**src/shared/ulsm_defs.vh**
```
/*
 Constants for the USB link-state monitor: chirp timing, boost levels
 and line-state codes. Assumes a 40 MHz system clock.
*/
`ifndef ULSM_DEFS_VH
`define ULSM_DEFS_VH

// System clock rate in kHz
`define ULSM_CLK_KHZ        40000
// Chirp window in microseconds
`define ULSM_CHIRP_MIN_US   18
`define ULSM_CHIRP_MAX_US   128
// Cycle counts: least time rounds up, longest rounds down
`define ULSM_CHIRP_MIN_CYC  ((`ULSM_CHIRP_MIN_US * `ULSM_CLK_KHZ + 999) / 1000)
`define ULSM_CHIRP_MAX_CYC  ((`ULSM_CHIRP_MAX_US * `ULSM_CLK_KHZ) / 1000)
// Width of chirp duration counter
`define ULSM_CNT_W          13
// Boost level codes
`define ULSM_BOOST_W        2
`define ULSM_BOOST_MIN      2'h3
// Line-state codes (pos,neg)
`define ULSM_LS_SE0         2'h0
`define ULSM_LS_K           2'h1
`define ULSM_LS_J           2'h2
`define ULSM_LS_SE1         2'h3

`endif

```
**src/hw/ulsm_chirp_timer.v**
```verilog
/*
 Chirp duration checker. Measures how long a chirp level stands and
 reports on its end whether the length lay inside the legal window.
 Assumes the chirp level input is synchronous to clk_sys.
*/
`timescale 1ns/1ps
`include "ulsm_defs.vh"

module ulsm_chirp_timer
#(
   parameter MIN_CYC = `ULSM_CHIRP_MIN_CYC,
   parameter MAX_CYC = `ULSM_CHIRP_MAX_CYC
)
(
   input  wire clk_sys,
   input  wire sys_rst,
   input  wire chirpLevel,
   output reg  chirpGood,
   output reg  chirpEnd
);

   reg  [`ULSM_CNT_W-1:0] count;
   reg                    prevLevel;
   wire                   inWindow;

   // Length check, inclusive on both ends
   assign inWindow = (count >= MIN_CYC[`ULSM_CNT_W-1:0]) &&
                     (count <= MAX_CYC[`ULSM_CNT_W-1:0]);   // RULE5

   ////////////////////////////////////////////////////////////////////
   // Count while the level stands; saturate past the window
   always @(posedge clk_sys)
   begin
      if (sys_rst)
      begin
         count     <= {`ULSM_CNT_W{1'b0}};
         prevLevel <= 1'b0;
         chirpGood <= 1'b0;
         chirpEnd  <= 1'b0;
      end
      else
      begin
         prevLevel <= chirpLevel;
         chirpEnd  <= prevLevel & ~chirpLevel;
         chirpGood <= prevLevel & ~chirpLevel & inWindow;   // RULE5
         if (chirpLevel)
         begin
            if (count <= MAX_CYC[`ULSM_CNT_W-1:0])
               count <= count + {{(`ULSM_CNT_W-1){1'b0}}, 1'b1};
         end
         else
            count <= {`ULSM_CNT_W{1'b0}};
      end
   end

endmodule

```
**src/hw/ulsm_link_monitor.v**
```verilog
/*
 Link-state monitor of a two-port high-speed signal conditioner:
 attach and high-speed flags, boost latch and regulator enable.
 Assumes digitised line levels of both ports synchronous to clk_sys,
 plus detector pulses for test-packet pattern and suspend entry.
*/
// How it works
// RULE1 - Pull-up seen on either data line from unconnected raises attach flag.
// RULE2 - Disconnect detection clears the attach flag.
// RULE3 - Test fixture from unconnected, then test packet, raises high-speed flag.
// RULE4 - Squelch after bus reset with good handshake raises high-speed flag.
// RULE5 - Handshake good after one chirp J then K, each 18 to 128 us.
// RULE6 - Disconnect or suspend clears the high-speed flag.
// RULE7 - Boost select sampled once after power-up, later changes ignored.
// RULE8 - Floating boost select picks the minimum boost level.
// RULE9 - Low disable input disables; high or undriven enables.
// RULE10 - While disabled both flags are held low.
// RULE11 - Core regulator on only in high-speed mode.
// RULE12 - Both ports are treated alike; either may face the host.
// RULE13 - Flags hold until their own clear condition or disable.
`timescale 1ns/1ps
`include "ulsm_defs.vh"

module ulsm_link_monitor
#(
   parameter MIN_CYC = `ULSM_CHIRP_MIN_CYC,
   parameter MAX_CYC = `ULSM_CHIRP_MAX_CYC
)
(
   input  wire                     clk_sys,
   input  wire                     sys_rst,
   input  wire                     disable_n_input,
   input  wire                     port_a_pos,
   input  wire                     port_a_neg,
   input  wire                     port_b_pos,
   input  wire                     port_b_neg,
   input  wire                     squelch,
   input  wire                     fixtureDetect,
   input  wire                     testPacketSeen,
   input  wire                     suspendDetect,
   input  wire                     disconnectDetect,
   input  wire [`ULSM_BOOST_W-1:0] boost_select,
   input  wire                     boostFloating,
   output reg                      attach_flag,
   output reg                      hs_active_flag,
   output reg                      core_regulator_out,
   output reg  [`ULSM_BOOST_W-1:0] boostLevel
);

   // States, one-hot
   localparam [5:0] ST_UNCONN  = 6'h01;
   localparam [5:0] ST_ATTACH  = 6'h02;
   localparam [5:0] ST_WAITK   = 6'h04;
   localparam [5:0] ST_WAITSQ  = 6'h08;
   localparam [5:0] ST_HS      = 6'h10;
   localparam [5:0] ST_FIXTURE = 6'h20;

   reg  [5:0] state;
   reg  [5:0] next_state;
   reg        boostTaken;
   reg        inReset;
   wire       offState;
   wire [1:0] lineA;
   wire [1:0] lineB;
   wire       pullUpSeen;
   wire       chirpJ;
   wire       chirpK;
   wire       jGood;
   wire       kGood;
   wire       jEnd;
   wire       kEnd;
   wire       jLevel;
   wire       kLevel;

   // Line state of one port from its two data lines
   function [1:0] lineState;
      input pos;
      input neg;
      begin
         lineState = {pos, neg};
      end
   endfunction

   ////////////////////////////////////////////////////////////////////
   // Port decode, same for both ports
   assign offState   = sys_rst | ~disable_n_input;   // RULE9
   assign lineA      = lineState(port_a_pos, port_a_neg);   // RULE12
   assign lineB      = lineState(port_b_pos, port_b_neg);   // RULE12
   assign pullUpSeen = (lineA == `ULSM_LS_J) || (lineA == `ULSM_LS_K) ||
                       (lineB == `ULSM_LS_J) || (lineB == `ULSM_LS_K);   // RULE1
   assign chirpJ     = (lineA == `ULSM_LS_J) || (lineB == `ULSM_LS_J);
   assign chirpK     = (lineA == `ULSM_LS_K) || (lineB == `ULSM_LS_K);

   // Chirps are timed from their first cycle on the line: J from idle on,
   // K while the J result is still being judged, so no cycle is lost
   assign jLevel     = chirpJ & ~chirpK &
                       ((state == ST_UNCONN) | (state == ST_ATTACH));   // RULE5
   assign kLevel     = chirpK & ~chirpJ &
                       ((state == ST_ATTACH) | (state == ST_WAITK));    // RULE5

   ////////////////////////////////////////////////////////////////////
   // Chirp length checks
   ulsm_chirp_timer #(.MIN_CYC(MIN_CYC), .MAX_CYC(MAX_CYC)) jTimer
   (
      .clk_sys    (clk_sys),
      .sys_rst    (offState),
      .chirpLevel (jLevel),
      .chirpGood  (jGood),
      .chirpEnd   (jEnd)
   );

   ulsm_chirp_timer #(.MIN_CYC(MIN_CYC), .MAX_CYC(MAX_CYC)) kTimer
   (
      .clk_sys    (clk_sys),
      .sys_rst    (offState),
      .chirpLevel (kLevel),
      .chirpGood  (kGood),
      .chirpEnd   (kEnd)
   );

   ////////////////////////////////////////////////////////////////////
   // Next-state logic
   always @*
   begin
      next_state = state;
      case (state)
         ST_UNCONN:
         begin
            if (fixtureDetect)
               next_state = ST_FIXTURE;   // RULE3
            else if (pullUpSeen)
               next_state = ST_ATTACH;    // RULE1
         end
         ST_FIXTURE:
         begin
            if (disconnectDetect)
               next_state = ST_UNCONN;
            else if (suspendDetect)
               next_state = ST_FIXTURE;   // RULE6
            else if (testPacketSeen)
               next_state = ST_HS;        // RULE3
         end
         ST_ATTACH:
         begin
            if (disconnectDetect)
               next_state = ST_UNCONN;    // RULE2
            else if (jGood)
               next_state = ST_WAITK;     // RULE5
         end
         ST_WAITK:
         begin
            if (disconnectDetect)
               next_state = ST_UNCONN;
            else if (kGood)
               next_state = ST_WAITSQ;    // RULE5
            else if (kEnd)
               next_state = ST_ATTACH;
         end
         ST_WAITSQ:
         begin
            if (disconnectDetect)
               next_state = ST_UNCONN;
            else if (suspendDetect)
               next_state = ST_ATTACH;
            else if (squelch)
               next_state = ST_HS;        // RULE4
         end
         ST_HS:
         begin
            if (disconnectDetect)
               next_state = ST_UNCONN;    // RULE6
            else if (suspendDetect)
               next_state = ST_ATTACH;    // RULE6
         end
         default:
            next_state = ST_UNCONN;
      endcase
   end

   ////////////////////////////////////////////////////////////////////
   // State and flag registers; disable forces flags low
   always @(posedge clk_sys)
   begin
      if (offState)
      begin
         state              <= ST_UNCONN;
         attach_flag        <= 1'b0;   // RULE10
         hs_active_flag     <= 1'b0;   // RULE10
         core_regulator_out <= 1'b0;
      end
      else
      begin
         state              <= next_state;
         attach_flag        <= (next_state != ST_UNCONN) &&
                               (next_state != ST_FIXTURE);   // RULE13
         hs_active_flag     <= (next_state == ST_HS);        // RULE13
         core_regulator_out <= (next_state == ST_HS);        // RULE11
      end
   end

   ////////////////////////////////////////////////////////////////////
   // Boost select caught once, on the first edge after reset release
   always @(posedge clk_sys)
   begin
      if (sys_rst)
      begin
         boostTaken <= 1'b0;
         inReset    <= 1'b1;
         boostLevel <= `ULSM_BOOST_MIN;
      end
      else
      begin
         inReset <= 1'b0;
         if (!boostTaken && inReset)
         begin
            boostTaken <= 1'b1;   // RULE7
            boostLevel <= boostFloating ? `ULSM_BOOST_MIN : boost_select;   // RULE8
         end
      end
   end

endmodule

```
**config.mk**
```make
export PLATFORM = sky130hd
export DESIGN_NAME = ulsm_link_monitor
export DESIGN_NICKNAME = d
export VERILOG_FILES = /design/src/hw/ulsm_chirp_timer.v /design/src/hw/ulsm_link_monitor.v
export VERILOG_INCLUDE_DIRS = /design/src /design/src/shared
export SDC_FILE = /design/constraint.sdc
export NUM_CORES = 1
export LEC_CHECK = 0
export BUFFER_PORTS_ARGS = -buffer_cell sky130_fd_sc_hd__buf_2
export CORE_MARGIN = 5
export CORE_UTILIZATION = 59
export DETAILED_ROUTE_END_ITERATION = 6
export PLACE_DENSITY = 0.79
export SLEW_MARGIN = 30
export SYNTH_ARGS = -nofsm -noshare
export SYNTH_HDL_FRONTEND = slang
export SYNTH_SLANG_ARGS = --single-unit
export TNS_END_PERCENT = 5
```
**constraint.sdc**
```tcl
create_clock -name clk_sys -period 2.9 [get_ports clk_sys]
set_input_delay 0.725 -clock clk_sys [delete_from_list [all_inputs] [get_ports clk_sys]]
set_output_delay 0.725 -clock clk_sys [all_outputs]
set_load 0.03 [all_outputs]
```
# Word-level counts from Yosys, hierarchy flattened
# Cells that the tools add are included.
# classes
bitwise_logic	16
n_reduce_logical	12
eq_ne	13
n_mux	18
magnitude_cmp	4
addsub	2
# ops
op	count
$mux W6	15
$pmux W6 S6	1
$add A13 B1 Y13 const B	2
$ge A13 B10 Y1 const B	2
$le A13 B13 Y1 const B	2
$eq A6 B5 Y1 const B	2
$and A1 B1 Y1	8
$eq A6 B1 Y1 const B	1
$eq A6 B2 Y1 const B	1
$eq A6 B3 Y1 const B	1
$eq A6 B4 Y1 const B	1
$eq A6 B6 Y1 const B	1
$ne A6 B1 Y1 const B	1
$ne A6 B6 Y1 const B	1
$logic_or A1 B1 Y1	5
$not A1 Y1	5
$eq A2 B1 Y1 const B	2
$eq A2 B2 Y1 const B	2
$logic_and A1 B1 Y1	4
$reduce_or A2 Y1	2
$or A1 B1 Y1	3
$mux W2	1
$logic_not A1 Y1	1
$mux W1	1
# totals
in_bits	15
ff_bits	43

# Logic depth before layout (Yosys ltp)
# Gate-level depths: netlist of the first run.
# logic_depth
depth_word	9
ltp_mapped	8
depth_no_buf	6

# Hierarchy
# From an unflattened synthesis of the first run, not the netlist that was laid out.
# unflattened
hier_cells	308
hier_area_um2	2593.7
# modules_own_cells
module	seq_area_each_um2	n_inst	area_per_inst_um2	cells_each
ulsm_chirp_timer	320.3	2	874.6	101
ulsm_link_monitor	240.2	1	844.6	106

# Least setup slack after synthesis of the first run
# No wires, ideal clock.
# synth_path
path_type	in2reg
start	in port_a_pos
end	reg kTimer.count[12]
path_slack_ps	707
setup_ps	66
path_stages	8
t_arrival_ps	2127
path_cell_list	inv_1 ha_1 nor2_1 or4_4 or3_1 buf_2 buf_6 a21oi_2
# synth_via
elab_chain_len	7
word_cells_on_any_way	9
# synth_lines
element	line	rtl
from (decl)	ulsm_link_monitor.v:33	input wire port_a_pos,
$eq A2 B2 Y1 (no line)	--	
$logic_or A1 B1 Y1	ulsm_link_monitor.v:91	assign chirpJ = (lineA == `ULSM_LS_J) || (lineB == `ULSM_LS_J);
$not A1 Y1	ulsm_link_monitor.v:98	assign kLevel = chirpK & ~chirpJ &
$and A1 B1 Y1 (*) (2 in series)	ulsm_link_monitor.v:98	
$not A1 Y1 (no line) (*)	--	
$reduce_or A2 Y1 (no line) (*)	--	
to (signal assigned)	ulsm_chirp_timer.v:36	count <= {`ULSM_CNT_W{1'b0}};
to (signal assigned)	ulsm_chirp_timer.v:49	count <= count + {{(`ULSM_CNT_W-1){1'b0}}, 1'b1};
to (signal assigned)	ulsm_chirp_timer.v:52	count <= {`ULSM_CNT_W{1'b0}};
to (decl)	ulsm_chirp_timer.v:22	reg [`ULSM_CNT_W-1:0] count;
# Mark *: on every way between the ends. The rest lies on a longest branch, timed or not.
# A chain may end at the register's enable or synchronous reset.

# Worst setup path after layout of the first run
# layout_path
start	reg state[4]
end	reg kTimer.count[8]
# layout_via
elab_chain_len	5
word_cells_on_any_way	6
# layout_lines
element	line	rtl
from (decl)	ulsm_link_monitor.v:58	reg [5:0] state;
from (signal assigned)	ulsm_link_monitor.v:193	state <= next_state;
$eq A6 B2 Y1 or $eq A6 B3 Y1 (tied branches)	ulsm_link_monitor.v:99	((state == ST_ATTACH) | (state == ST_WAITK));
$or A1 B1 Y1 (*)	ulsm_link_monitor.v:99	
$and A1 B1 Y1 (*)	ulsm_link_monitor.v:98	
$not A1 Y1 (no line) (*)	--	
$reduce_or A2 Y1 (no line) (*)	--	
# Marks and branches as above.

==> metrics, run 1 <==
Final min period=between 2 and 2.5 ns; row count=22; # IOs=20; RSZ-0062 raised after global routing=false; PD cells=between 400 and 500 nW/µm²; Commonest cells post-synth=43 x dfxtp_1, 30 x nor2_1, 18 x xor2_1; Sum Neg Setup Slack=0 ns; mux cell area share after synthesis=less than 1%; root buf cell=clkbuf_8; final worst slack=approximately 0.68 ns; # diodes=0; Routed WL=about 4.4 mm; DRT Pass-1 Iters=4; clk buf depth=2; first-pass GRT wire length=~7.5 mm; Initial Util=61.2%; Power Total=0.00104 W; Core Region=around 3700 µm²; Critical Path End Type=flop; CTS H-Tree Depth=2; CP required=between 3 and 4 ns; Critical Path Fanout Max=14; initial antenna violation count=0; die area=5130 µm²; Critical Setup Path Class=reg -> reg; DP Wirelength=approximately 3.2 mm; Slew Viols, Final=0; DR iter-0 viols=between 80 and 90; Clock Skew=0.00264 ns; footprint of the multi-input gates=between 1000 and 1500 µm²; post-synthesis sequential area ratio=approximately two fifths; max_slew headroom=approximately two fifths; Vias=roughly 1.9k; layout cells sized above 1=12.3%; Hold Path Class=reg -> reg; wire per inst=approximately 14 µm; # Max-Cap Violations=0; crit share post-route=around three quarters; Mapped Avg Cell Area=8.55 µm²; chip width=between 70 and 80 µm; TritonCTS clock tree=built; Final Net Count=between 200 and 300; Leak Pwr=about 0.90 nW; setup violators final=0; pin count of the biggest net entering global routing=15; quantity of gates resized following cts=0; I/O Buffers=19; DRC errors left=0; CP startpoint kind=flop; Clock Latency Late Sink=slightly below 0.3 ns; Post-synth EDFFs=0; actual slew at the worst max-slew pin=roughly 0.89 ns; Critical Path AT=approximately 2.4 ns; adder-cell area share of the yosys netlist=3.35%; Sequential Area=between 800 and 900 µm²; largest family of logic cells by synthesized area=simple AND/OR/NAND/NOR gates; Synth top area share=38.4%; outcome=completed; FILL cells=about 310; Yosys warnings=0; FMAX=between 400 and 500 MHz; unique cell type count in the Yosys netlist=53; count leader, synth=dfxtp_1; Mapped Area=around 2200 µm²; post-synthesis compound-gate area fraction=between 10 and 15%; Setup Buffers After CTS=0; Worst IR Drop VDD=roughly 0.32 mV; top cells by area, synth=dfxtp_1 38%, xor2_1 7.0%, nor2_1 5.0%; Syn Inst Count=about 260; pre-CTS setup slack=~0.4 ns; gp weighted congestion=0.845; Vias/cell=just under 6; die height=71.6 µm; final hold vios=0; CTS Buf Count=5; Final Core Density=between 60% and 70%; register bit total from synthesis=between 40 and 50; vias in the first global route=between 1.5k and 2k; post-synth top area cell=dfxtp_1; Post-CTS Hold Fix Bufs=0; Clock transition at path regs=approximately 0.08 ns; All-Layer GR Usage=about 18%; CTS Sinks=43; xor and xnor fraction of the mapped netlist area=roughly 8.6%; Synth Area in Simple Gates=28.4%; asr flop ratio synth=0%; antenna viol nets, final=0; Mapped Nets=roughly 280; P&R area growth vs syn=7.60%; Top FF cell, synth=dfxtp_1; Remaining Overflow, GRT=0
==> critical path, stage by stage, from the launching register on <==
cell	delay, ns
dfxtp_1	0.42
or3_4	0.47
or4_4	0.43
or3_1	0.61
a21oi_1	0.22
==> cell type report <==
class	count	area share, %
multi-input combinational	189	51.7
clock buffer	5	2.86
sequential	43	35.7
tap	48	2.49
timing repair buffer	19	3.95
inverter	17	2.65
clock inverter	3	0.623
==> cells by family (layout without fill, tap and decap cells) <==
kind of cell,after synthesis,count (layout)
simple gates,112,112
compound gates,47,47
flops,43,43
buf+inv,30,44
xor+xnor,22,22
fa+ha+maj,6,6
mux,2,2
==> per-layer routing <==
metal  up-vias  share of wire [%]  routed length (µm)  track usage, %
met5         -                  0                   0               0
met4         0                1.6                  70            6.89
met3         8                4.5                 201            3.79
met2        41                 47                2110            29.8
met1       884                 46                2060            22.4
li1        968                  -                   -               -
==> state kept, by name, indices dropped and copies added, names as in the netlist <==
| signal | count |
|---|---|
| boostTaken | 1 |
| attach_flag | 1 |
| state | 6 |
| inReset | 1 |
| kTimer.chirpGood | 1 |
| kTimer.count | 13 |
| kTimer.prevLevel | 1 |
| jTimer.prevLevel | 1 |
| core_regulator_out | 1 |
| boostLevel | 2 |
| jTimer.count | 13 |
| jTimer.chirpGood | 1 |
| kTimer.chirpEnd | 1 |
==> cell usage in the layout (no fill, tap or decap), drive strengths merged, types with 4 or more instances in the layout <==
cell type	n
nand2	7
nand4	10
nor4b	5
dfxtp	43
and4	4
nor2b	4
and3	6
or3	10
inv	17
o31ai	4
nand3	10
ha	6
o21ai	11
nor2	30
a21oi	9
xnor2	4
clkbuf	5
nor3	8
xor2	18
buf	19
==> power breakdown <==
part	total (W)	leakage, nW	internal, W	switching, W
Clock	0.000361	0.0477	0.000165	0.000197
Combinational	0.0000700	0.501	0.0000304	0.0000396
Sequential	0.000606	0.348	0.000597	0.00000929
==> worst paths after layout <==
path	start	end	slack, ns	cells past startpoint
hold reg to reg	kTimer.prevLevel	kTimer.chirpEnd	0.47	1
setup reg to reg	state[4]	kTimer.count[8]	0.68	4
setup / recovery	state[4]	kTimer.count[8]	0.68	4
hold / removal	kTimer.prevLevel	kTimer.chirpEnd	0.47	1
==> stage by stage <==
step | area [µm²] | hold WS [ns] | cells
after floorplan | 2240 | 0.440 | 262
after global placement | 2330 | 0.457 | 316
after detailed placement | 2330 | 0.462 | 316
after CTS | 2410 | 0.474 | 324
after global routing | 2410 | 0.494 | 324
final | 2410 | 0.469 | 324
(Power assumes the default switching activity.)
==> run 2: changes to the inputs <==
==> constraint.sdc (replaced) <==
create_clock -name clk_sys -period 2.2 [get_ports clk_sys]
set_input_delay 0.55 -clock clk_sys [delete_from_list [all_inputs] [get_ports clk_sys]]
set_output_delay 0.55 -clock clk_sys [all_outputs]
set_load 0.03 [all_outputs]
==> run 2 against run 1 <==
  * Largest cell class unchanged
  * Register-to-register slack got worse by 0.41 ns
  * Count of clock-buffer cells in the layout rose by 1
  * Sequential power rose by 31%
  * Die area did not move
  * Combinational power rose by 43%
  * Clock skew barely moved
  * Via count rose by 2.4%
  * Power rose by 47%
  * Fmax rose by 15%
==> metrics, run 2 (same netlist as run 1, synthesis figures left out) <==
wire per inst=13.4 µm (-1.9%); # IOs=20 (unchanged); DRT Pass-1 Iters=4 (unchanged); die area=5130 µm² (unchanged); outcome=completed; FF-to-FF Start=state[4]; Remaining Overflow, GRT=0 (unchanged); Clock Latency Late Sink=0.29 ns (about the same); DRC errors left=0 (unchanged); Core Region=3660 µm² (unchanged); slowest cell delay on critical path=0.43 ns (-0.18 ns); R2R depth=5 (+1); Clock transition at path regs=0.08 ns (about the same); CP required=2.42 ns (-0.70 ns); r2r setup slk=0.27 ns (-0.41 ns); setup violators final=0 (unchanged); Clock Skew=0.00215 ns (-0.000489 ns); DP Wirelength=3.24 mm (+2.0%); Worst IR Drop VDD=0.357 mV (+10%); initial antenna violation count=0 (unchanged); layout cells sized above 1=14.5% (+2.2 points); antenna viol nets, final=0 (unchanged); Critical Setup Path Class=reg -> reg; Setup Buffers After CTS=0 (unchanged); FMAX=518 MHz (+15%); actual slew at the worst max-slew pin=0.910 ns (+0.0231 ns); Seq pwr share=52.1% (-6.3 points); Comb power frac=6.6% (about the same); Clock power frac=41.4% (+6.6 points); Routed WL=4.44 mm (about the same); root buf cell=clkbuf_8; FILL cells=304 (-2.3%); gp weighted congestion=0.862 (+2.0%); Final Core Density=68.1% (+2.3 points); hold path endpoint=inReset; chip width=71.6 µm (unchanged); All-Layer GR Usage=18.2% (+0.40 points); slowest CP cell=or4_4; CTS Buf Count=5 (unchanged); Critical Path Fanout Max=14 (unchanged); hold depth=1 (unchanged); R2R Path End=kTimer.count[8]; commonest non-fill, non-tap cell in the layout=dfxtp_1; Vias=1,946 (+2.4%); P&R area growth vs syn=11.4%; P_int=0.00120 W (+51%); CTS Sinks=43 (unchanged); Critical Path AT=2.16 ns (-0.28 ns); DR iter-0 viols=115 (+35%); Switching Fraction=21.5% (-2.1 points); TritonCTS clock tree=built; WP depth=5 (+1); # diodes=0 (unchanged); crit-path leading delay family=simple AND/OR/NAND/NOR gates; fin area=2490 µm² (+3.5%); Leak Pwr=0.940 nW (+4.8%); CP startpoint kind=flop; Final min period=1.93 ns (-0.292 ns); RSZ-0062 raised after global routing=false; max_slew headroom=38.5% (-1.6 points); crit path cell chain=or3_4 -> or4_4 -> or3_1 -> buf_4 -> a21oi_1; first-pass GRT wire length=7.65 mm (+1.6%); die height=71.6 µm (unchanged); most frequent cells in the layout=43 x dfxtp_1, 30 x nor2_1, 19 x buf_2; crit share post-route=87.7% (+11 points); Final Net Count=302 (+2.0%); CTS H-Tree Depth=2 (unchanged); final hold vios=0 (unchanged); Power Total=0.00153 W (+47%); CP Buf/Inv Count=1 (+1); vias in the first global route=1,764 (-0.28%); Sum Neg Setup Slack=0 ns (unchanged); Hold Path Class=in -> reg; # Max-Cap Violations=0 (unchanged); Initial Util=61.2% (unchanged); row count=22 (unchanged); Post-CTS Hold Fix Bufs=0 (unchanged); placed instance area=2370 µm² (+1.9%); Slew Viols, Final=0 (unchanged); pin count of the biggest net entering global routing=15 (unchanged); NetSw=0.000329 W (+34%); PD cells=612 nW/µm² (+42%); Vias/cell=5.90 (+0.51%); quantity of gates resized following cts=0 (unchanged); Largest regs=jTimer.count (13), kTimer.count (13), state (6); Critical Path End Type=flop; hold_sp=sys_rst; clk buf depth=2 (unchanged); I/O Buffers=19 (unchanged)
[run 2: changes by cell type in the layout (fill, tap and decap cells not counted), sizes merged]
| cell | change |
|---|---|
| buf | +6 |
| bufinv | +1 |
| clkbuf | +1 |
| clkinv | -2 |
[run 2: worst max path at each step]
stage,start,to
2_1_floorplan,port_a_pos,kTimer.count[12]
3_3_place_gp,port_a_pos,kTimer.count[8]
3_5_place_dp,port_a_pos,kTimer.count[8]
4_1_cts,state[4],kTimer.count[8]
5_1_grt,kTimer.count[9],kTimer.count[8]
6_report,state[4],kTimer.count[8]
[run 2: layer usage]
| metal | global-route usage [%] | vias to the layer above | wire (µm) |
|---|---|---|---|
| met1 | 22.1 | 918 | 2020 |
| met5 | 0 | - | 0 |
| met3 | 4.49 | 6 | 215 |
| met2 | 31.3 | 47 | 2140 |
| met4 | 6.26 | 0 | 67 |
| li1 | - | 975 | - |
[run 2: power by group through the flow]
stage	clock network (W)	logic, W	registers, W
after floorplan	0	0.0000573	0.000817
after global placement	0	0.0000972	0.000812
after detailed placement	0	0.0000987	0.000813
after CTS	0.000649	0.0000999	0.000795
after global routing	0.000683	0.000113	0.000796
final	0.000631	0.000100	0.000794
[run 2: final cells by class]
| type | instances | area [µm²] | share of cell area (%) |
|---|---|---|---|
| clock buffers | 6 | 82.6 | 3.31 |
| clock inverters | 2 | 35.0 | 1.40 |
| inverters | 17 | 63.8 | 2.56 |
| multi-input cells | 189 | 1250 | 50.2 |
| flip-flops and latches | 43 | 861 | 34.5 |
| well taps | 48 | 60.1 | 2.41 |
| repair buffers | 25 | 140 | 5.62 |
[run 2: through the flow]
step                hold slack, ns  worst slack (ns)  instances
floorplan                    0.440             0.182        262
global placement             0.458            0.0641        322
detailed placement           0.465            0.0328        322
CTS                          0.423             0.257        330
global route                 0.425             0.134        330
finish                       0.430             0.270        330
[run 2: worst register-to-register path, delay by kind of cell, from the launching register on]
family	cells	cell delay [ns]
AOI/OAI and AO/OA	1	0.14
buffers and inverters	1	0.19
DFF	1	0.33
and+or+nand+nor	3	1.20
